[config.mk]
export PLATFORM = sky130hd
export DESIGN_NAME = eif_ext_irq
export DESIGN_NICKNAME = d
export VERILOG_FILES = /design/src/hdl/eif_pkg.sv /design/src/hdl/eif_ext_irq.sv
export VERILOG_INCLUDE_DIRS = /design/src /design/src/hdl
export SDC_FILE = /design/constraint.sdc
export NUM_CORES = 1
export LEC_CHECK = 0
export ABC_AREA = 1
export BUFFER_PORTS_ARGS = -buffer_cell sky130_fd_sc_hd__buf_2
export CORE_MARGIN = 3
export CORE_UTILIZATION = 47
export CTS_CLUSTER_DIAMETER = 80
export CTS_CLUSTER_SIZE = 16
export DETAILED_ROUTE_END_ITERATION = 7
export GPL_TIMING_DRIVEN = 0
export HOLD_SLACK_MARGIN = 0.03
export PLACE_DENSITY = 0.76
export SYNTH_ARGS = -nofsm -noshare
export SYNTH_HDL_FRONTEND = slang
export SYNTH_SLANG_ARGS = --single-unit
[constraint.sdc]
create_clock -name clk_sys -period 2.85 [get_ports clk_sys]
set_clock_uncertainty 0.1 [all_clocks]
set_input_delay 0.4275 -clock clk_sys [delete_from_list [all_inputs] [get_ports clk_sys]]
set_output_delay 0.4275 -clock clk_sys [all_outputs]
set_load 0.005 [all_outputs]
[src/hdl/eif_defines.svh]
`ifndef EIF_DEFINES_SVH
`define EIF_DEFINES_SVH

// register byte offsets (0x37 is not a multiple of four: index times four)
`define EIF_IDX_CONTROL 8'h37
`define EIF_ADDR_CONTROL 12'h0DC
`define EIF_ADDR_STATUS 12'h100
`define EIF_ADDR_MASK 12'h104
`define EIF_ADDR_MODE 12'h108

// control register fields
`define EIF_BIT_IRQ1_EDGE 1
`define EIF_BIT_IRQ2_EDGE 2
`define EIF_BIT_IRQ4_EDGE 4
`define EIF_BIT_IRQ0_PIN_EN 6
`define EIF_BIT_IRQ1_NOISE 7
`define EIF_CONTROL_RESET 8'h00
`define EIF_CONTROL_WMASK 8'hD6

// mode register fields
`define EIF_BIT_SLOW 0
`define EIF_BIT_STOP_HIZ 1

// filter times in cycles of fc
`define EIF_IRQ1_SHORT_FC 15
`define EIF_IRQ1_LONG_FC 63
`define EIF_IRQ24_FC 7

`endif

[src/hdl/eif_pkg.sv]
package eif_pkg;

  typedef struct packed {
    logic irq1_noise_time_sel;
    logic irq0_pin_enable;
    logic irq4_edge_sel;
    logic irq2_edge_sel;
    logic irq1_edge_sel;
  } eif_ctrl_t;

  typedef struct packed {
    logic slow;
    logic stop_hiz;
  } eif_mode_t;

  typedef enum logic [1:0] {
    EIF_AX_IDLE = 2'b00,
    EIF_AX_RESP = 2'b01
  } eif_wr_state_t;

endpackage

[src/hdl/eif_ext_irq.sv]
`timescale 1ns/1ps
`include "eif_defines.svh"

module eif_ext_irq
  import eif_pkg::*;
#(
  parameter int FILT_W = 6
)
(
  input wire logic clk_sys,
  input wire logic rst,
  input wire logic [5:0] ext_irq_pins,
  input wire logic [5:0] irq_accept,
  input wire logic [11:0] s_axi_awaddr,
  input wire logic s_axi_awvalid,
  output logic s_axi_awready,
  input wire logic [31:0] s_axi_wdata,
  input wire logic [3:0] s_axi_wstrb,
  input wire logic s_axi_wvalid,
  output logic s_axi_wready,
  output logic [1:0] s_axi_bresp,
  output logic s_axi_bvalid,
  input wire logic s_axi_bready,
  input wire logic [11:0] s_axi_araddr,
  input wire logic s_axi_arvalid,
  output logic s_axi_arready,
  output logic [31:0] s_axi_rdata,
  output logic [1:0] s_axi_rresp,
  output logic s_axi_rvalid,
  input wire logic s_axi_rready,
  output logic [5:0] irq_latch,
  output logic port1_bit0_in,
  output logic timer_one_input,
  output logic irq
);

  eif_ctrl_t ctrl_q;
  eif_mode_t mode_q;
  logic [5:0] mask_q;
  logic [5:0] irq_latch_q;
  logic [5:0] sync1_q;
  logic [5:0] sync2_q;
  logic [5:0] filt_q;
  logic [5:0] filt_prev_q;
  logic [FILT_W-1:0] cnt_q [5:0];
  logic [2:0] esel_prev_q;
  logic [5:0] pin_in;
  logic [5:0] event_set;
  logic [5:0] edge_pol;
  logic esel_changed;

  logic aw_hold_q;
  logic w_hold_q;
  logic [11:0] awaddr_q;
  logic [31:0] wdata_q;
  logic [3:0] wstrb_q;
  eif_wr_state_t wr_st_q;
  logic wr_fire;
  logic [5:0] w1c;

  function automatic logic [FILT_W-1:0] filt_limit(input int idx,
                                                   input eif_ctrl_t c);
    if (idx == 1)
      filt_limit = c.irq1_noise_time_sel ?
        FILT_W'(`EIF_IRQ1_SHORT_FC) : FILT_W'(`EIF_IRQ1_LONG_FC);
    else
      filt_limit = FILT_W'(`EIF_IRQ24_FC);
  endfunction

  // stop high impedance forces all inputs but input five low
  always_comb
  begin
    pin_in = ext_irq_pins;
    if (mode_q.stop_hiz)
      pin_in[4:0] = 5'h00;
  end

  always_ff @(posedge clk_sys or posedge rst)
  begin
    if (rst)
    begin
      sync1_q <= 6'h3F;
      sync2_q <= 6'h3F;
    end
    else
    begin
      sync1_q <= pin_in;
      sync2_q <= sync1_q;
    end
  end

  // filter on inputs one, two and four outside slow mode: output follows the input only after it stayed stable past limit
  always_ff @(posedge clk_sys or posedge rst)
  begin
    if (rst)
    begin
      filt_q <= 6'h3F;
      for (int i = 0; i < 6; i++)
        cnt_q[i] <= '0;
    end
    else
    begin
      for (int i = 0; i < 6; i++)
      begin
        if (i == 1 || i == 2 || i == 4)
        begin
          if (sync2_q[i] == filt_q[i] || mode_q.slow)
          begin
            cnt_q[i] <= '0;
            filt_q[i] <= sync2_q[i];
          end
          else if (cnt_q[i] >= filt_limit(i, ctrl_q))
          begin
            cnt_q[i] <= '0;
            filt_q[i] <= sync2_q[i];
          end
          else
            cnt_q[i] <= cnt_q[i] + FILT_W'(1);
        end
        else
        begin
          cnt_q[i] <= '0;
          filt_q[i] <= sync2_q[i];
        end
      end
    end
  end

  always_ff @(posedge clk_sys or posedge rst)
  begin
    if (rst)
    begin
      filt_prev_q <= 6'h3F;
      esel_prev_q <= 3'h0;
    end
    else
    begin
      filt_prev_q <= filt_q;
      esel_prev_q <= {ctrl_q.irq4_edge_sel, ctrl_q.irq2_edge_sel,
                      ctrl_q.irq1_edge_sel};
    end
  end

  assign esel_changed = esel_prev_q != {ctrl_q.irq4_edge_sel,
                        ctrl_q.irq2_edge_sel, ctrl_q.irq1_edge_sel};

  // edge select 1 means rising; zero, three and five fixed falling
  always_comb
  begin
    edge_pol = 6'h00;
    edge_pol[1] = ctrl_q.irq1_edge_sel;
    edge_pol[2] = ctrl_q.irq2_edge_sel;
    edge_pol[4] = ctrl_q.irq4_edge_sel;
    for (int i = 0; i < 6; i++)
      event_set[i] = edge_pol[i] ? (filt_q[i] & ~filt_prev_q[i])
                                 : (~filt_q[i] & filt_prev_q[i]);
    event_set[0] = event_set[0] & ctrl_q.irq0_pin_enable;
    if (esel_changed)
      event_set[4:1] = 4'h0;
  end

  assign timer_one_input = filt_q[2];
  assign port1_bit0_in = sync2_q[0];

  // axi write path: address and data taken in either order
  assign s_axi_awready = !aw_hold_q && wr_st_q == EIF_AX_IDLE;
  assign s_axi_wready = !w_hold_q && wr_st_q == EIF_AX_IDLE;
  assign wr_fire = wr_st_q == EIF_AX_IDLE &&
    (aw_hold_q || s_axi_awvalid) && (w_hold_q || s_axi_wvalid);

  always_ff @(posedge clk_sys or posedge rst)
  begin
    if (rst)
    begin
      aw_hold_q <= 1'b0;
      w_hold_q <= 1'b0;
      awaddr_q <= 12'h000;
      wdata_q <= 32'h0000_0000;
      wstrb_q <= 4'h0;
      wr_st_q <= EIF_AX_IDLE;
      s_axi_bvalid <= 1'b0;
    end
    else
    begin
      if (s_axi_awvalid && s_axi_awready)
      begin
        aw_hold_q <= 1'b1;
        awaddr_q <= s_axi_awaddr;
      end
      if (s_axi_wvalid && s_axi_wready)
      begin
        w_hold_q <= 1'b1;
        wdata_q <= s_axi_wdata;
        wstrb_q <= s_axi_wstrb;
      end
      unique case (wr_st_q)
        EIF_AX_IDLE:
          if (wr_fire)
          begin
            aw_hold_q <= 1'b0;
            w_hold_q <= 1'b0;
            s_axi_bvalid <= 1'b1;
            wr_st_q <= EIF_AX_RESP;
          end
        EIF_AX_RESP:
          if (s_axi_bready)
          begin
            s_axi_bvalid <= 1'b0;
            wr_st_q <= EIF_AX_IDLE;
          end
        default:
          wr_st_q <= EIF_AX_IDLE;
      endcase
    end
  end

  assign s_axi_bresp = 2'b00;

  // current write payload, whether held or live
  logic [11:0] wa;
  logic [31:0] wd;
  logic wb0;
  assign wa = aw_hold_q ? awaddr_q : s_axi_awaddr;
  assign wd = w_hold_q ? wdata_q : s_axi_wdata;
  assign wb0 = w_hold_q ? wstrb_q[0] : s_axi_wstrb[0];
  assign w1c = (wr_fire && wb0 && {wa[11:2], 2'b00} == `EIF_ADDR_STATUS) ?
               wd[5:0] : 6'h00;

  always_ff @(posedge clk_sys or posedge rst)
  begin
    if (rst)
    begin
      ctrl_q <= eif_ctrl_t'(5'h00);
      mode_q <= eif_mode_t'(2'h0);
      mask_q <= 6'h00;
    end
    else if (wr_fire && wb0)
    begin
      unique case ({wa[11:2], 2'b00})
        `EIF_ADDR_CONTROL:
          ctrl_q <= '{irq1_noise_time_sel: wd[`EIF_BIT_IRQ1_NOISE],
                      irq0_pin_enable: wd[`EIF_BIT_IRQ0_PIN_EN],
                      irq4_edge_sel: wd[`EIF_BIT_IRQ4_EDGE],
                      irq2_edge_sel: wd[`EIF_BIT_IRQ2_EDGE],
                      irq1_edge_sel: wd[`EIF_BIT_IRQ1_EDGE]};
        `EIF_ADDR_MASK:
          mask_q <= wd[5:0];
        `EIF_ADDR_MODE:
          mode_q <= '{slow: wd[`EIF_BIT_SLOW],
                      stop_hiz: wd[`EIF_BIT_STOP_HIZ]};
        default:
          ;
      endcase
    end
  end

  // set beats clear so no edge is lost
  always_ff @(posedge clk_sys or posedge rst)
  begin
    if (rst)
      irq_latch_q <= 6'h00;
    else
      irq_latch_q <= event_set
                     | (irq_latch_q & ~w1c & ~irq_accept);
  end

  assign irq_latch = irq_latch_q;
  assign irq = |(irq_latch_q & mask_q);

  // read path, one cycle after address taken
  logic [7:0] ctrl_byte;
  assign ctrl_byte = {ctrl_q.irq1_noise_time_sel, ctrl_q.irq0_pin_enable,
                      1'b0, ctrl_q.irq4_edge_sel, 1'b0,
                      ctrl_q.irq2_edge_sel, ctrl_q.irq1_edge_sel, 1'b0};
  assign s_axi_arready = !s_axi_rvalid;
  assign s_axi_rresp = 2'b00;

  always_ff @(posedge clk_sys or posedge rst)
  begin
    if (rst)
    begin
      s_axi_rvalid <= 1'b0;
      s_axi_rdata <= 32'h0000_0000;
    end
    else if (s_axi_arvalid && s_axi_arready)
    begin
      s_axi_rvalid <= 1'b1;
      unique case ({s_axi_araddr[11:2], 2'b00})
        `EIF_ADDR_CONTROL: s_axi_rdata <= {24'h000000, ctrl_byte};
        `EIF_ADDR_STATUS: s_axi_rdata <= {26'h0, irq_latch_q};
        `EIF_ADDR_MASK: s_axi_rdata <= {26'h0, mask_q};
        // read back in the same bit order as the write
        `EIF_ADDR_MODE:
          s_axi_rdata <= {30'h0, mode_q.stop_hiz, mode_q.slow};
        default: s_axi_rdata <= 32'h0000_0000;
      endcase
    end
    else if (s_axi_rready)
      s_axi_rvalid <= 1'b0;
  end

endmodule

# Yosys cells after proc, flatten, opt, wreduce, memory -nomap -nowiden
# Cells that the tools add are included.
# classes
n_reduce_logical	29
addsub	3
order_cmp	3
muxes	40
bitwise	25
n_eq_ne	15
# op_table
op	n
2-to-1 mux 6 bit	11
== test 10 x 7 -> 1 bit, second input constant	6
case mux 8 bit (4 select lines)	1
== test 10 x 6 -> 1 bit, second input constant	2
2-to-1 mux 1 bit	20
adder 6 x 1 -> 6 bit, second input constant	3
bitwise AND 6 bit	3
greater-or-equal comparator 6 bit	3
2-to-1 mux 12 bit	1
inverter 6 bit	2
bitwise AND 1 bit	10
nonzero test 2 bit	5
logical AND 1 bit	9
inverter 1 bit	9
2-to-1 mux 8 bit	1
AND reduction 2 bit	4
bitwise OR 6 bit	1
OR reduction 6 bit	1
logical OR 1 bit	5
2-to-1 mux 5 bit	1
2-to-1 mux 2 bit	2
2-to-1 mux 4 bit	1
!= test 2 bit, second input constant	2
case mux 2 bit (2 select lines)	1
7 further kinds	11
# totals
ff_bits	123
output_inout_bits	50
input_bits	79

# Longest topological paths before layout
# logic_depth
depth_word	10
mapped_depth	11
depth_no_buf	10

# Worst setup path before layout
# OpenSTA, ideal clock, no wires.
# synth_timing
path_type	reg-to-reg
startpoint	register aw_hold_q
endpoint	register mask_q[1]
path_stages_with_launch	11
synth_period_minus_slack_ns	1.488
setup_time_ns	0.117
arrival_ns	1.271
path_slack_ns	1.362
path_buffers	2
required_time_ns	2.633
path_cell_list	dfrtp_1 buf_6 buf_6 nand2_1 o21ai_1 inv_2 nand3_4 nor2_4 nand2_2 nand2_1 nand2_1
# synth_via
elab_chain_cells	5
word_cells_on_any_way	7
cone_classes	1 x eq/ne; 1 x mux; 5 x reduce/logical
# synth_rtl
element	line_no	source
start: declaration	eif_ext_irq.sv:52	logic aw_hold_q;
start signal: assignment	eif_ext_irq.sv:175	aw_hold_q <= 1'b0;
start signal: assignment	eif_ext_irq.sv:187	aw_hold_q <= 1'b1;
start signal: assignment	eif_ext_irq.sv:200	aw_hold_q <= 1'b0;
branches (longest 4 deep; another with 2-to-1 mux 12 bit)	-	
AND reduction 2 bit (no source line) (*)	-	
end signal: assignment	eif_ext_irq.sv:247	mask_q <= wd[5:0];
end: declaration	eif_ext_irq.sv:39	logic [5:0] mask_q;
# Mark *: on every way between the ends.
# A chain may end at the register's enable or synchronous reset.

# Worst setup path in the final report
# layout_timing
startpoint	register irq_latch_q[5] (netlist: irq_latch[5])
endpoint	output port irq
# layout_via
elab_chain_cells	2
# layout_rtl
element	line_no	source
start: declaration	eif_ext_irq.sv:40	logic [5:0] irq_latch_q;
start signal: assignment	eif_ext_irq.sv:263	irq_latch_q <= event_set
bitwise AND 6 bit	eif_ext_irq.sv:268	assign irq = |(irq_latch_q & mask_q);
OR reduction 6 bit	eif_ext_irq.sv:268	
end: declaration	eif_ext_irq.sv:34	output logic irq
# No other way between the ends.

==> flow_results.xml <==
<?xml version="1.0" encoding="UTF-8"?>
<metrics>
  <group name="layout">
    <metric name="drive_above_1_share" unit="%">26.0</metric>
    <metric name="areaGrowthSynthToFinish" unit="%">19.0</metric>
    <metric name="stdcell_area" unit="um^2">5400</metric>
    <metric name="instances_no_fill" unit="">783</metric>
    <metric name="filler_cell_count" unit="">881</metric>
    <metric name="final_antenna_diode_count" unit="">0</metric>
    <metric name="multi_input_comb_area" unit="um^2">1730</metric>
    <metric name="final_nets" unit="">733</metric>
    <metric name="seq_area" unit="um^2">2410</metric>
  </group>
  <group name="critical_path">
    <metric name="critPathKind" unit="">flip-flop to output port</metric>
    <metric name="critical_path.n_buffers_inverters" unit="">2</metric>
    <metric name="r2r_end" unit="">ctrl_byte[1]</metric>
    <metric name="cpLargestDelayFamily" unit="">flip-flops</metric>
    <metric name="critPathLaunchType" unit="">flip-flop</metric>
    <metric name="worstPathRequired" unit="ns">2.32</metric>
    <metric name="critPathLaunch" unit="">irq_latch[5]</metric>
    <metric name="cells_along_the_critical_path" unit="">inv_1, o21ai_0, a21oi_1, o2111ai_1, buf_2</metric>
    <metric name="reg2regPathDepth" unit="">10</metric>
    <metric name="critical_path.endpoint_type" unit="">output port</metric>
    <metric name="timing.critical_path.slowest_stage_cell" unit="">sky130_fd_sc_hd__dfrtp_1</metric>
    <metric name="max_stage_delay" unit="ns">0.40</metric>
    <metric name="worst-path-max-fanout" unit="">3</metric>
    <metric name="rrSetupSlack" unit="ns">1.18</metric>
    <metric name="worst_ep_arrival_time" unit="ns">1.44</metric>
    <metric name="endpoint" unit="">irq</metric>
    <metric name="r2r-start" unit="">aw_hold_q</metric>
    <metric name="critical_path_depth" unit="">5</metric>
  </group>
  <group name="place">
    <metric name="place_area" unit="um^2">5200</metric>
    <metric name="place.detailed.instances" unit="">766</metric>
    <metric name="port_buffers" unit="">69</metric>
    <metric name="place_hpwl" unit="mm">7.25</metric>
    <metric name="place_congestion" unit="">0.820</metric>
  </group>
  <group name="timing">
    <metric name="timing_max_transition_violations_final" unit="">0</metric>
    <metric name="setup_viol_count_final" unit="">0</metric>
    <metric name="timing.setup.tns" unit="ns">0</metric>
    <metric name="finalHoldViolCount" unit="">0</metric>
    <metric name="timing.final.crit_share" unit="%">69.1</metric>
    <metric name="grt_setup_unrepaired" unit="">no</metric>
    <metric name="clock.fmax" unit="MHz">508</metric>
    <metric name="actual_slew_at_the_worst_max_slew_pin" unit="ns">0.613</metric>
    <metric name="fin_crit" unit="ns">1.97</metric>
    <metric name="worst_slew_margin_rel" unit="%">59.0</metric>
  </group>
  <group name="cts">
    <metric name="cts_made_buffers" unit="">9</metric>
    <metric name="clock_sinks" unit="">95</metric>
    <metric name="ctsLongestPathBuffers" unit="">2</metric>
    <metric name="cts-root-buf" unit="">sky130_fd_sc_hd__clkbuf_8</metric>
    <metric name="cts.repair.resized" unit="">0</metric>
    <metric name="hold_buffers" unit="">0</metric>
    <metric name="path_clk_slew" unit="ns">0.10</metric>
    <metric name="tritoncts" unit="">done</metric>
    <metric name="post_cts_buffers" unit="">0</metric>
    <metric name="cts_max_level" unit="">3</metric>
    <metric name="clk_latency" unit="ns">0.36</metric>
  </group>
  <group name="logic_synthesis">
    <metric name="synthTopCellsByCount" unit="">sky130_fd_sc_hd__nand2_1 (135), sky130_fd_sc_hd__dfrtp_1 (71), sky130_fd_sc_hd__nor2_1 (63)</metric>
    <metric name="yosysMostFrequentCell" unit="">sky130_fd_sc_hd__nand2_1</metric>
    <metric name="synth_top_area_share" unit="%">39.2</metric>
    <metric name="mappedNetlistArea" unit="um^2">4540</metric>
    <metric name="postSynthRegisterBits" unit="">95</metric>
    <metric name="dominantRegCellSynth" unit="">sky130_fd_sc_hd__dfrtp_1</metric>
    <metric name="post_synthesis_sequential_area_ratio" unit="%">53.0</metric>
    <metric name="async_reset_ff_share" unit="%">100</metric>
    <metric name="leading_post_synthesis_cells_by_cell_area" unit="">sky130_fd_sc_hd__dfrtp_1 (39%), sky130_fd_sc_hd__dfstp_2 (14%), sky130_fd_sc_hd__nand2_1 (11%), sky130_fd_sc_hd__nor2_1 (5.2%), sky130_fd_sc_hd__inv_1 (5.0%)</metric>
    <metric name="synth_largest_area_cell" unit="">sky130_fd_sc_hd__dfrtp_1</metric>
    <metric name="postSynthCellCount" unit="">535</metric>
    <metric name="synth-edff-count" unit="">0</metric>
    <metric name="synth.yosys.warnings" unit="">0</metric>
    <metric name="post_synth.cell_area_avg" unit="um^2">8.48</metric>
    <metric name="synthDistinctLibCells" unit="">36</metric>
  </group>
  <group name="power">
    <metric name="fin_total_pwr" unit="mW">3.63</metric>
    <metric name="power.ir.vdd_worst" unit="uV">442</metric>
    <metric name="power_leakage" unit="nW">2.87</metric>
    <metric name="power_density" unit="nW/um^2">672</metric>
  </group>
  <group name="drt">
    <metric name="dr_total_vias" unit="">3578</metric>
    <metric name="post-route-drc-count" unit="">0</metric>
    <metric name="drt_first_pass_iters" unit="">4</metric>
    <metric name="per_cell_via_count_in_the_routed_design" unit="">4.57</metric>
    <metric name="wl" unit="mm">9.27</metric>
    <metric name="route.antenna.remaining_nets" unit="">0</metric>
    <metric name="detailedRoute.firstIterationViolations" unit="">161</metric>
    <metric name="routed_wire_length_per_instance" unit="um">11.8</metric>
  </group>
  <group name="global_routing">
    <metric name="maximum_number_of_pins_on_one_net_before_global_route_repair" unit="">36</metric>
    <metric name="global_route.usage.total" unit="%">18.0</metric>
    <metric name="gr-total-overflow" unit="">0</metric>
    <metric name="number_of_antenna_violations_at_the_first_check_in_global_routing" unit="">0</metric>
    <metric name="wire_length_of_the_first_global_routing_pass" unit="mm">16.0</metric>
    <metric name="first_global_vias" unit="">3493</metric>
  </group>
  <group name="floorplanning">
    <metric name="design.portCount" unit="">129</metric>
    <metric name="die_y" unit="um">104</metric>
    <metric name="coreArea" unit="um^2">9330</metric>
    <metric name="floorplan.initialDensity" unit="%">48.7</metric>
    <metric name="dieWidth" unit="um">104</metric>
    <metric name="floorplan.die_area" unit="um^2">10900</metric>
    <metric name="placement_row_count" unit="">35</metric>
  </group>
  <group name="run">
    <metric name="number_of_maximum_capacitance_constraint_violations" unit="">0</metric>
  </group>
  <group name="worst_hold_path">
    <metric name="min_path_type" unit="">input pin to async pin</metric>
  </group>
  <group name="outcome">
    <metric name="status" unit="">complete, no violations</metric>
  </group>
</metrics>
power breakdown:
| part | switching [mW] | internal (mW) |
|---|---|---|
| Clock | 0.501 | 0.334 |
| Sequential | 0.152 | 1.60 |
| Combinational | 0.661 | 0.380 |
| Total | 1.31 | 2.32 |
layer usage:
layer  part of all wire [%]  track usage [%]
met5                      0                0
met4                    1.2             6.17
met3                    5.5             4.16
met2                     47             29.3
met1                     46             23.8
state kept, by name (all words and copies together), names as in the netlist, 8 cells and up:
name	count
wdata_q	8
awaddr_q	10
s_axi_rdata	8
cnt_q	18
cell type report:
cell class                 instances  area share (%)
buffer                            38            5.10
clock buffer                       9            2.29
clock inverter                     7            1.14
inverter                          63            4.49
multi-input combinational        370            32.1
sequential                        95            44.6
tap                              129            2.99
timing repair buffer              72            7.32
worst min path at each step:
stage,from,slack (ns),cells after the start,end
after global placement,sync1_q[5],0.25,0,sync2_q[5]
after floorplan,sync2_q[3],0.25,0,filt_q[3]
final,rst,0.03,2,cnt_q[9]
after global routing,rst,0.05,2,esel_prev_q[0]
after detailed placement,sync1_q[4],0.25,0,sync2_q[4]
after CTS,rst,0.04,2,esel_prev_q[0]
placed cells by master (no fill, tap or decap), types with 2 or more instances in the layout:
cell and n:
sky130_fd_sc_hd__nor2_4 2, sky130_fd_sc_hd__clkinvlp_4 3, sky130_fd_sc_hd__nand2_1 135, sky130_fd_sc_hd__inv_2 2, sky130_fd_sc_hd__nor3b_1 2, sky130_fd_sc_hd__buf_12 2, sky130_fd_sc_hd__dfrtp_1 71, sky130_fd_sc_hd__clkbuf_1 3
sky130_fd_sc_hd__xor2_1 2, sky130_fd_sc_hd__inv_1 59, sky130_fd_sc_hd__xnor2_1 3, sky130_fd_sc_hd__conb_1 32, sky130_fd_sc_hd__nor2_1 63, sky130_fd_sc_hd__o31ai_1 2, sky130_fd_sc_hd__buf_6 3, sky130_fd_sc_hd__buf_4 28
sky130_fd_sc_hd__nand4_1 6, sky130_fd_sc_hd__nand3_1 43, sky130_fd_sc_hd__inv_6 3, sky130_fd_sc_hd__clkbuf_8 9, sky130_fd_sc_hd__o21ai_0 33, sky130_fd_sc_hd__nand2_2 3, sky130_fd_sc_hd__ha_1 5, sky130_fd_sc_hd__buf_2 73
sky130_fd_sc_hd__o22ai_1 3, sky130_fd_sc_hd__o21ai_2 2, sky130_fd_sc_hd__dfstp_2 24, sky130_fd_sc_hd__nor2_2 7, sky130_fd_sc_hd__o21ai_1 7, sky130_fd_sc_hd__a21oi_1 11
metrics by stage:
step	hold WS [ns]	setup slack (ns)	utilization [%]
2_1_floorplan	0.245	1.22	-
3_3_place_gp	0.246	0.653	55.4
3_5_place_dp	0.247	1.13	55.8
4_1_cts	0.0379	0.899	57.8
5_1_grt	0.0478	0.776	57.9
6_report	0.0348	0.881	57.9
cell families (layout without fill, tap and decap cells):
kind of cell               after synthesis  after routing  synth area share [%]
AOI/OAI and AO/OA                       60             60                  7.31
xor gates and xnor gates                 5              5                 0.965
adders and majority gates                5              5                  1.38
buffers and inverters                  101            189                  11.3
DFF                                     95             95                  53.0
other                                    1             32                0.0826
and+or+nand+nor                        268            268                  25.9
Note: power is estimated with default switching activity, not from simulation.
